## src/verilog/sih_pkg.sv

```systemverilog
// Package with the constants shared by the servo input signal handler.
`default_nettype none

package sih_pkg;

    // Input vector bit positions, level 1 means the terminal is shorted to common.
    localparam int IN_EN      = 0;      // Drive enable terminal.
    localparam int IN_CLR     = 1;      // Alarm clear terminal.
    localparam int IN_FWD     = 2;      // Forward limit terminal.
    localparam int IN_REV     = 3;      // Reverse limit terminal.
    localparam int IN_AUX     = 4;      // Optional terminal, function set by software.
    localparam int IN_WIDTH   = 5;      // Number of filtered terminals.

    // Timing: acceptance bound and filter sampling.
    localparam int CLK_MHZ        = 250;                       // Clock rate in MHz.
    localparam int ACCEPT_MS      = 10;                        // Acceptance bound in ms.
    localparam int ACCEPT_CYCLES  = ACCEPT_MS * 1000 * CLK_MHZ; // Longest time, cycles.
    localparam int SAMPLE_US      = 1000;                      // Filter sample period in us.
    localparam int SAMPLE_CYCLES  = SAMPLE_US * CLK_MHZ;       // Sample period, cycles.
    localparam int FILT_SAMPLES   = 3;                         // Equal samples to accept.

    // Register byte offsets.
    localparam logic [7:0] OFS_FORCE  = 8'h00; // Forced-on inputs.
    localparam logic [7:0] OFS_CLRCFG = 8'h04; // Alarm clear behaviour.
    localparam logic [7:0] OFS_ASSIGN = 8'h08; // Optional terminal assignment.
    localparam logic [7:0] OFS_STATE  = 8'h0C; // Live state, read only.
    localparam logic [7:0] OFS_ISTAT  = 8'h10; // Sticky events, cleared on read.
    localparam logic [7:0] OFS_IMASK  = 8'h14; // Event mask.

    // Field positions and reset values.
    localparam int FRC_EN   = 0;              // Force drive enable on.
    localparam int FRC_FWD  = 1;              // Force forward limit on.
    localparam int FRC_REV  = 2;              // Force reverse limit on.
    localparam int CFG_KEEP = 0;              // Keep base on for alarm clear.
    localparam logic [2:0] FORCE_RST  = 3'h0; // Nothing forced after reset.
    localparam logic [0:0] CLRCFG_RST = 1'h0; // Alarm clear shuts the base off.
    localparam logic [1:0] ASSIGN_RST = 2'h0; // Optional terminal unassigned.
    localparam logic [4:0] IMASK_RST  = 5'h00; // All events masked.

    // Function codes for the optional terminal.
    typedef enum logic [1:0] {
        SIH_AUX_NONE = 2'h0,   // No function.
        SIH_AUX_CLR  = 2'h1    // Second alarm clear source.
    } sih_aux_type;

    // Event bit positions.
    localparam int EV_EN   = 0;   // Drive enable changed.
    localparam int EV_CLR  = 1;   // Alarm clear changed.
    localparam int EV_FWD  = 2;   // Forward limit reached.
    localparam int EV_REV  = 3;   // Reverse limit reached.
    localparam int EV_BASE = 4;   // Base circuit changed.
    localparam int EV_WIDTH = 5;  // Number of events.

endpackage : sih_pkg

`default_nettype wire

```

## src/verilog/sih_filt_if.sv

```systemverilog
// Interface between the handler core and its input filter.
`timescale 1ns/1ps
`default_nettype none

interface sih_filt_if;
    logic [sih_pkg::IN_WIDTH-1:0] raw;     // Terminal levels from the pins.
    logic [sih_pkg::IN_WIDTH-1:0] clean;   // Accepted levels.
    logic [sih_pkg::IN_WIDTH-1:0] changed; // One-cycle pulse on an accepted change.

    modport filt (input raw, output clean, output changed);  // Filter side.
    modport core (output raw, input clean, input changed);   // Core side.
endinterface : sih_filt_if

`default_nettype wire

```

## src/verilog/sih_in_filter.sv

```systemverilog
// Synchroniser and sampling filter for the control terminals.
`timescale 1ns/1ps
`default_nettype none

module sih_in_filter #(
    parameter int SAMPLE_CYCLES = sih_pkg::SAMPLE_CYCLES   // Sample period in cycles.
) (
    input  wire logic  pclk,     // System clock.
    input  wire logic  presetn,  // Asynchronous reset, active low.
    sih_filt_if.filt   fif       // Raw levels in, accepted levels out.
);

    localparam int W = sih_pkg::IN_WIDTH;   // Terminal count.

    logic [W-1:0] meta_ff;        // First synchroniser stage.
    logic [W-1:0] sync_ff;        // Second synchroniser stage.
    logic [W-1:0] clean_ff;       // Accepted levels.
    logic [W-1:0] changed_ff;     // Change pulses.
    logic [W-1:0][1:0] cnt_ff;    // Equal-sample counters per terminal.
    logic [31:0]  div_ff;         // Sample period divider.
    logic         tick_ff;        // One-cycle sample enable.

    assign fif.clean   = clean_ff;
    assign fif.changed = changed_ff;

    // Two flip-flops bring the pin levels into the clock domain.
    always_ff @(posedge pclk or negedge presetn) begin
        if (!presetn) begin
            meta_ff <= '0;
            sync_ff <= '0;
        end else begin
            meta_ff <= fif.raw;
            sync_ff <= meta_ff;
        end
    end

    // The divider makes the sample enable.
    always_ff @(posedge pclk or negedge presetn) begin
        if (!presetn) begin
            div_ff  <= '0;
            tick_ff <= 1'b0;
        end else if (div_ff == 32'(SAMPLE_CYCLES - 1)) begin
            div_ff  <= '0;
            tick_ff <= 1'b1;
        end else begin
            div_ff  <= div_ff + 32'h0000_0001;
            tick_ff <= 1'b0;
        end
    end

    // A new level is accepted after it held for the set number of samples.
    always_ff @(posedge pclk or negedge presetn) begin
        if (!presetn) begin
            cnt_ff     <= '0;
            clean_ff   <= '0;
            changed_ff <= '0;
        end else begin
            changed_ff <= '0;
            for (int i = 0; i < W; i++) begin
                if (tick_ff) begin
                    if (sync_ff[i] == clean_ff[i]) begin
                        cnt_ff[i] <= 2'h0;
                    end else if (cnt_ff[i] == 2'(sih_pkg::FILT_SAMPLES - 1)) begin
                        cnt_ff[i]     <= 2'h0;
                        clean_ff[i]   <= sync_ff[i];   // RULE1
                        changed_ff[i] <= 1'b1;
                    end else begin
                        cnt_ff[i] <= cnt_ff[i] + 2'h1;
                    end
                end
            end
        end
    end

    // Helper: cycles that a synchronised level has differed from the accepted one.
    logic [W-1:0][31:0] lag_ff;   // Lag counters, read only by the assertion.
    always_ff @(posedge pclk or negedge presetn) begin
        if (!presetn) begin
            lag_ff <= '0;
        end else begin
            for (int i = 0; i < W; i++) begin
                lag_ff[i] <= (sync_ff[i] == clean_ff[i]) ? 32'h0000_0000
                                                         : lag_ff[i] + 32'h0000_0001;
            end
        end
    end
endmodule : sih_in_filter

`default_nettype wire

```

## src/verilog/sih_top.sv

```systemverilog
// Servo input signal handler: enable, alarm clear and limit inputs with APB registers.
//
// Design decisions made here: the register offsets and the APB slave port.
`timescale 1ns/1ps
`default_nettype none

// Contract
// [RULE1] Accept any input change within 10 ms.
// [RULE2] Enable input shorted turns base circuit on.
// [RULE3] Enable input open turns base circuit off.
// [RULE4] Force bit keeps enable asserted regardless.
// [RULE5] Alarm clear without alarm shuts base off.
// [RULE6] Keep bit holds base on during clear.
// [RULE7] Controller must not stop motor by clear.
// [RULE8] Limit open reads 0, stops with lock.
// [RULE9] Force bits keep each limit shorted internally.
// [RULE10] Optional function works only once assigned.
// [RULE11] Forward limit blocks CCW, reverse blocks CW.
module sih_top #(
    parameter int SAMPLE_CYCLES = sih_pkg::SAMPLE_CYCLES    // Filter sample period.
) (
    input  wire logic        pclk,                 // System clock, 250 MHz.
    input  wire logic        presetn,              // Asynchronous reset, active low.
    input  wire logic        psel,                 // APB select.
    input  wire logic        penable,              // APB enable.
    input  wire logic        pwrite,               // APB direction, 1 writes.
    input  wire logic [7:0]  paddr,                // APB byte address.
    input  wire logic [31:0] pwdata,               // APB write data.
    output logic      [31:0] prdata,               // APB read data.
    output logic             pready,               // APB ready.
    output logic             pslverr,              // APB error on unmapped address.
    input  wire logic        drive_enable_input,   // 1 while shorted to common.
    input  wire logic        alarm_clear_input,    // 1 while shorted to common.
    input  wire logic        forward_limit_input,  // 1 while shorted to common.
    input  wire logic        reverse_limit_input,  // 1 while shorted to common.
    input  wire logic        aux_input,            // Optional terminal, 1 when shorted.
    input  wire logic        alarm_active,         // Alarm state from the alarm logic.
    output logic             base_enable,          // Power-stage base circuit on.
    output logic             ccw_allow,            // Counter-clockwise travel allowed.
    output logic             cw_allow,             // Clockwise travel allowed.
    output logic             servo_lock,           // Abrupt stop with servo lock.
    output logic             irq                   // Level interrupt.
);

    sih_filt_if fif ();   // Filter connection.

    logic [2:0]                    force_ff;    // Forced-on inputs.
    logic [0:0]                    clrcfg_ff;   // Keep base on for alarm clear.
    sih_pkg::sih_aux_type          assign_ff;   // Optional terminal function.
    logic [sih_pkg::EV_WIDTH-1:0]  istat_ff;    // Sticky events.
    logic [sih_pkg::EV_WIDTH-1:0]  imask_ff;    // Event mask.
    logic [31:0]                   prdata_ff;   // Read data.
    logic                          pready_ff;   // Ready.
    logic                          pslverr_ff;  // Error.
    logic                          base_ff;     // Base circuit state.
    logic                          ccw_ff;      // CCW allowed.
    logic                          cw_ff;       // CW allowed.
    logic                          lock_ff;     // Servo lock.
    logic                          irq_ff;      // Interrupt.

    logic eff_en;     // Drive enable after forcing.
    logic eff_clr;    // Alarm clear from any assigned terminal.
    logic eff_fwd;    // Forward limit after forcing.
    logic eff_rev;    // Reverse limit after forcing.
    logic nxt_base;   // Next base state.
    logic setup;      // APB setup phase.
    logic wr_done;    // Write completes this cycle.
    logic rd_done;    // Read completes this cycle.
    logic [sih_pkg::EV_WIDTH-1:0] events;   // Event pulses.

    assign fif.raw = {aux_input, reverse_limit_input, forward_limit_input,
                      alarm_clear_input, drive_enable_input};

    sih_in_filter #(
        .SAMPLE_CYCLES (SAMPLE_CYCLES)
    ) u_filter (
        .pclk    (pclk),
        .presetn (presetn),
        .fif     (fif.filt)
    );

    // Register word decode for the error logic; reads use their own case.
    function automatic logic mapped(input logic [7:0] a);
        mapped = (a == sih_pkg::OFS_FORCE)  || (a == sih_pkg::OFS_CLRCFG) ||
                 (a == sih_pkg::OFS_ASSIGN) || (a == sih_pkg::OFS_STATE)  ||
                 (a == sih_pkg::OFS_ISTAT)  || (a == sih_pkg::OFS_IMASK);
    endfunction

    // Forced and assigned inputs form the effective control levels.
    always_comb begin
        eff_en  = fif.clean[sih_pkg::IN_EN] | force_ff[sih_pkg::FRC_EN];      // RULE4
        eff_clr = fif.clean[sih_pkg::IN_CLR] |
                  (fif.clean[sih_pkg::IN_AUX] && assign_ff == sih_pkg::SIH_AUX_CLR); // RULE10
        eff_fwd = fif.clean[sih_pkg::IN_FWD] | force_ff[sih_pkg::FRC_FWD];    // RULE9
        eff_rev = fif.clean[sih_pkg::IN_REV] | force_ff[sih_pkg::FRC_REV];    // RULE9
        // Clearing with no alarm shuts the base off unless configured to keep it.
        nxt_base = eff_en &&                                                  // RULE2
                   !(eff_clr && !alarm_active && !clrcfg_ff[sih_pkg::CFG_KEEP]); // RULE5
    end

    // The base circuit follows the effective enable and clear levels.
    always_ff @(posedge pclk or negedge presetn) begin
        if (!presetn) begin
            base_ff <= 1'b0;
        end else begin
            base_ff <= nxt_base;   // RULE3
        end
    end

    // Limit levels gate each travel direction; a missing limit locks the servo.
    always_ff @(posedge pclk or negedge presetn) begin
        if (!presetn) begin
            ccw_ff  <= 1'b0;
            cw_ff   <= 1'b0;
            lock_ff <= 1'b0;
        end else begin
            ccw_ff  <= eff_fwd;              // RULE11
            cw_ff   <= eff_rev;              // RULE11
            lock_ff <= !eff_fwd || !eff_rev; // RULE8
        end
    end

    assign setup   = psel && !penable;
    assign wr_done = psel && penable && pready_ff && pwrite;
    assign rd_done = psel && penable && pready_ff && !pwrite;

    // APB answers one cycle after setup; read data is latched in setup.
    always_ff @(posedge pclk or negedge presetn) begin
        if (!presetn) begin
            pready_ff  <= 1'b0;
            pslverr_ff <= 1'b0;
            prdata_ff  <= '0;
        end else begin
            pready_ff  <= setup;
            pslverr_ff <= setup && !mapped(paddr);
            if (setup && !pwrite) begin
                unique case (paddr)
                    sih_pkg::OFS_FORCE:  prdata_ff <= {29'h0, force_ff};
                    sih_pkg::OFS_CLRCFG: prdata_ff <= {31'h0, clrcfg_ff};
                    sih_pkg::OFS_ASSIGN: prdata_ff <= {30'h0, assign_ff};
                    sih_pkg::OFS_STATE:  prdata_ff <= {24'h0, alarm_active, lock_ff,
                                                       base_ff, fif.clean};
                    sih_pkg::OFS_ISTAT:  prdata_ff <= {27'h0, istat_ff};
                    sih_pkg::OFS_IMASK:  prdata_ff <= {27'h0, imask_ff};
                    default:             prdata_ff <= '0;
                endcase
            end
        end
    end

    // Software-written configuration.
    always_ff @(posedge pclk or negedge presetn) begin
        if (!presetn) begin
            force_ff  <= sih_pkg::FORCE_RST;
            clrcfg_ff <= sih_pkg::CLRCFG_RST;
            assign_ff <= sih_pkg::sih_aux_type'(sih_pkg::ASSIGN_RST);
            imask_ff  <= sih_pkg::IMASK_RST;
        end else if (wr_done) begin
            if (paddr == sih_pkg::OFS_FORCE)  force_ff  <= pwdata[2:0];
            if (paddr == sih_pkg::OFS_CLRCFG) clrcfg_ff <= pwdata[0:0];  // RULE6
            if (paddr == sih_pkg::OFS_ASSIGN) assign_ff <= sih_pkg::sih_aux_type'(pwdata[1:0]);
            if (paddr == sih_pkg::OFS_IMASK)  imask_ff  <= pwdata[4:0];
        end
    end

    assign events = {base_ff != nxt_base,
                     fif.changed[sih_pkg::IN_REV] & !fif.clean[sih_pkg::IN_REV],
                     fif.changed[sih_pkg::IN_FWD] & !fif.clean[sih_pkg::IN_FWD],
                     fif.changed[sih_pkg::IN_CLR],
                     fif.changed[sih_pkg::IN_EN]};

    // Sticky events clear on a status read; a new event wins over the clear.
    // Only the bits latched for the reader are cleared, so an event that lands
    // in the setup cycle, after the read data was taken, is not lost.
    always_ff @(posedge pclk or negedge presetn) begin
        if (!presetn) begin
            istat_ff <= '0;
            irq_ff   <= 1'b0;
        end else begin
            if (rd_done && paddr == sih_pkg::OFS_ISTAT) begin
                istat_ff <= (istat_ff & ~prdata_ff[sih_pkg::EV_WIDTH-1:0]) | events;
            end else begin
                istat_ff <= istat_ff | events;
            end
            irq_ff <= |(istat_ff & imask_ff);
        end
    end

    assign prdata      = prdata_ff;
    assign pready      = pready_ff;
    assign pslverr     = pslverr_ff;
    assign base_enable = base_ff;
    assign ccw_allow   = ccw_ff;
    assign cw_allow    = cw_ff;
    assign servo_lock  = lock_ff;
    assign irq         = irq_ff;
endmodule : sih_top

`default_nettype wire
```

## config.mk

```make
export PLATFORM = sky130hd
export DESIGN_NAME = sih_top
export DESIGN_NICKNAME = d
export VERILOG_FILES = /design/src/verilog/sih_pkg.sv /design/src/verilog/sih_filt_if.sv /design/src/verilog/sih_in_filter.sv /design/src/verilog/sih_top.sv
export SDC_FILE = /design/constraint.sdc
export NUM_CORES = 1
export LEC_CHECK = 0
export ABC_AREA = 1
export BUFFER_PORTS_ARGS = -buffer_cell sky130_fd_sc_hd__buf_4
export CAP_MARGIN = 10
export CORE_ASPECT_RATIO = 0.7
export CORE_MARGIN = 2
export CORE_UTILIZATION = 35
export DETAILED_ROUTE_END_ITERATION = 8
export PLACE_DENSITY_LB_ADDON = 0.3
export RECOVER_POWER = 25
export SLEW_MARGIN = 25
export SYNTH_ARGS = -nofsm -noshare
export SYNTH_HDL_FRONTEND = slang
export SYNTH_HIERARCHICAL = 1
export SYNTH_SLANG_ARGS = --single-unit
```

## constraint.sdc

```tcl
create_clock -name pclk -period 1.3 [get_ports pclk]
set_input_delay 0.065 -clock pclk [delete_from_list [all_inputs] [get_ports pclk]]
set_output_delay 0.065 -clock pclk [all_outputs]
set_load 0.01 [all_outputs]
```

[Word-level counts from Yosys, hierarchy flattened]
Index checks and enable logic that the tools add are counted.
Word-level totals
  flip-flop bits (word level): 117
  output and inout bits: 39
Cells by class
  add/subtract/negate cells: 6
  eq/ne operators: 18
  muxes and demuxes: 26
  bitwise logic cells: 16
  reductions and logical operators: 39
Operators by type and width (count)
  $pmux 8 s6: 1
  $add 32x1->32 const B: 1
  $eq 32x18->1 const B: 1
  $mux 32: 1
  $mux 2: 10
  $eq 8x4->1 const B: 2
  $eq 8x5->1 const B: 2
  $reduce_and 3->1: 5
  $mux 1: 13
  $logic_and 1x1->1: 12
  $add 2x1->2 const B: 5
  $and 5x5->5: 2
  $eq 2x2->1 const B: 5
  $logic_not 1->1: 10
  $or 5x5->5: 2
  $eq 8x3->1 const B: 1
  $logic_not 8->1: 1
  $reduce_and 2->1: 4
  $logic_or 1x1->1: 6
  $eq 1x1->1: 5
  $mux 5: 1
  $not 1->1: 5
  $not 5->5: 1
  $reduce_or 5->1: 1
  4 further kinds: 8

[Longest topological paths before layout]
  word-level depth: 10
  gate-level depth with buffers: 9
  gate-level depth less buffers: 9

[Modules after synthesis]
Netlist, hierarchy kept.
By module, submodules not included
  sih_in_filter: instances 1, cells each 399, area an instance 3080.5 µm²
  sih_top: instances 1, cells each 213, area an instance 1756.7 µm²

[Worst setup path after synthesis]
No wires, ideal clock.
  path kind: register to register
  from: reg u_filter.div_ff[0]
  to: reg u_filter.div_ff[14]
  arrival: 1166 ps
  required time: 1183 ps
  setup slack: 18 ps
  cell stages (with the launch flop): 9
  path buffers: 0
  clock period less this slack: 1282 ps
  cell sequence: dfrtp_1 ha_1 nand3_2 nor2_1 nand3_1 inv_1 nand2_1 nand2_1 nor2_1
On the way
  word-level cells in the longest chain between the ends: 2
Ends and longest elaborated chain
  from (decl): line sih_in_filter.sv:20  | logic [31:0] div_ff;
  from (signal assigned): line sih_in_filter.sv:46  | div_ff <= div_ff + 32'h0000_0001;
  $add 32x1->32 or $eq 32x18->1 (tied branches): line sih_in_filter.sv:46, sih_in_filter.sv:42
  $mux 32 (*): line sih_in_filter.sv:42  | end else if (div_ff == 32'(SAMPLE_CYCLES - 1)) begin
Every way passes the cells marked *; elsewhere a longest branch is shown, timed or not.
A chain may end at the register's enable or synchronous reset.

[Final worst setup path]
  from: reg u_filter.div_ff[1]
  to: reg u_filter.div_ff[16]
Same word-level chain as after synthesis.

==> flow_summary.yaml <==
timing:
  period_minus_slack_ps: 1360
  relSlewSlack_pct: 50.1
  tightest_slew_ps: 748
  fin_skew_ps: 8.37
  drv_slew: 0
  fin_setup_tns_ps: -422
  fmaxAchievable_ghz: 0.736
  hold_violations: 0
  rsz0062_at_grt: "true"
  fin_crit_sh_pct: 105
  setup_slack_ps: -58.9
  finalSetupViolations: 15
critical_path:
  timing.rr.start: "u_filter/div_ff[1]"
  end_kind: "flop"
  slowest_stage: "dfrtp_1"
  cp-start-kind: "flop"
  critical_path_class: "reg2reg"
  r2r_cells: 8
  cp_max_fo: 7
  crit_start: "u_filter/div_ff[1]"
  cp.required_ps: 1530
  cpPeakStageDelay_ps: 430
  r2r_setup_slack_ps: -60
  rr_endpoint: "u_filter/div_ff[16]"
  crit_chain: "ha_4 -> nand3_4 -> inv_4 -> nand2_8 -> nor2_4 -> nand2_1 -> nand2_2 -> nor2_1"
  arrival_ps: 1590
layout:
  syn2layout_area_growth_pct: 27.6
  fin_cells: 890
  nNetsFinal: 752
  fillers: 1283
  layout-drive-gt1-share_pct: 26.7
  fin_area_um2: 6140
  antenna_cells: 0
clocking:
  clk_pin_slew_ps: 70
  clock_latency_ps: 340
  cts_tree: "yes"
  cts_root_buf: "clkbuf_16"
  clockBufferDepth: 2
  numCtsBuffers: 9
  cts_sinks: 93
  htreeDepth: 3
power:
  power_mw: 5.92
  ir_drop_v: 0.000648
  p_leak_nw: 3.14
  powerDensity_nw_per_um2: 964
global_routing:
  antenna_found_initial: 0
  grt_pass1_wl_um: 19100
  grtUsageTotal_pct: 16.7
  grt_pass1_vias: 3840
  grt_overflow_total: 0
  grt_max_degree: 31
yosys:
  yosys_warnings: 6
  syn-cell-area_um2: 4810
  syn_inst: 610
  avgSynthCellArea_um2: 7.88
hold_path:
  whs_path_depth: 3
  min_from: "pwdata[1]"
  min_to: "imask_ff[1]"
  hp-class: "in2reg"
detailed_routing:
  ant_nets: 0
  routedWlPerCell_um: 12.8
  wirelength_um: 11400
  num_vias: 4072
  vias_per_cell: 4.58
  dr.pass1.iters: 5
  route.detailed.drc: 0
  drt_iter0_drc: 279
place:
  dp_hpwl_um: 8450
  dp.cells: 853
  portBuffers: 38
  place_congestion: 0.908
  placed_area_um2: 5420
die:
  dieArea_um2: 14700
  rows: 35
  start_util_pct: 36.2
  die_y_um: 102
  die_x_um: 144
  core_area_um2: 13300
  ios: 90
run_status:
  outcome: "complete, but fails checks"
  violations: "negative setup slack"
flow_run:
  cap_violations: 0
worst max path at each step:
stage,endpoint,cells past startpoint
after floorplan,u_filter/div_ff[14],8
after global placement,u_filter/div_ff[15],8
after detailed placement,u_filter/div_ff[14],8
after CTS,u_filter/div_ff[16],8
after global routing,u_filter/div_ff[23],8
final,u_filter/div_ff[16],8
worst max-delay path: cells and delay by family (launching register included):
kind                     cells  cell delay [ps]
flip-flops                   1              430
buffers and inverters        1              100
adder cells (fa/ha/maj)      1              180
AND/OR/NAND/NOR              6              550
layout by cell type, fill, tap and decap left out, types with 10 or more instances in the layout:
cell type and n:
nand2_1 177, dfrtp_1 86, inv_1 81, buf_4 61, nor2_1 45, nand3_1 33, nand2_2 25, conb_1 24
nor2_2 21, nor2_4 18, o21ai_0 11, dlygate4sd3_1 11, nand3_2 10, xor2_1 10
flip-flops by register name, indices dropped and copies added (netlist names), 2 cells and up:
name	cells
assign_ff	2
u_filter/sync_ff	5
prdata	8
force_ff	3
istat_ff	5
u_filter/div_ff	32
u_filter/fif.changed	4
u_filter/cnt_ff	10
u_filter/meta_ff	5
imask_ff	5
u_filter/fif.clean	5
power breakdown:
group / switching (mW) / internal, mW
Clock: 1.16 / 1.51
Combinational: 0.185 / 0.118
Sequential: 0.0220 / 2.92
Total: 1.36 / 4.55
area by class of cell:
type / count / area [um2] / area share (%)
clock buffer: 10 / 229 / 3.73
inverter: 88 / 343 / 5.59
multi-input combinational: 426 / 2270 / 37.0
tap: 185 / 231 / 3.77
sequential: 93 / 2340 / 38.1
clock inverter: 6 / 68.8 / 1.12
timing repair buffer: 82 / 657 / 10.7
per-stage QoR:
step	util (%)	hold WS, ps	worst slack, ps
floorplan	-	-231	17.6
global placement	40.8	15.4	-50.9
detailed placement	40.8	23.2	-113
CTS	45.0	1.49	-31.7
global route	46.2	15.2	-166
finish	46.2	5.90	-58.9
layer usage:
metal / routed length (um) / track usage, % / up-vias
met5: 0 / 0 / -
met4: 136 / 4.52 / 0
met3: 688 / 3.80 / 12
met2: 4790 / 24.2 / 120
met1: 5780 / 25.2 / 1931
li1: - / - / 2009
repair_timing:
action | 4_1_cts | 5_1_grt
pin swaps | 18 | 21
hold buffers | 11 | 0
cloned | 0 | 0
resized for setup | 29 | 50
hold endpoints to repair | 57 | 0
setup endpoints to repair | 26 | 34
setup buffers | 6 | 4
No activity file was read; power rests on OpenSTA's default activity.
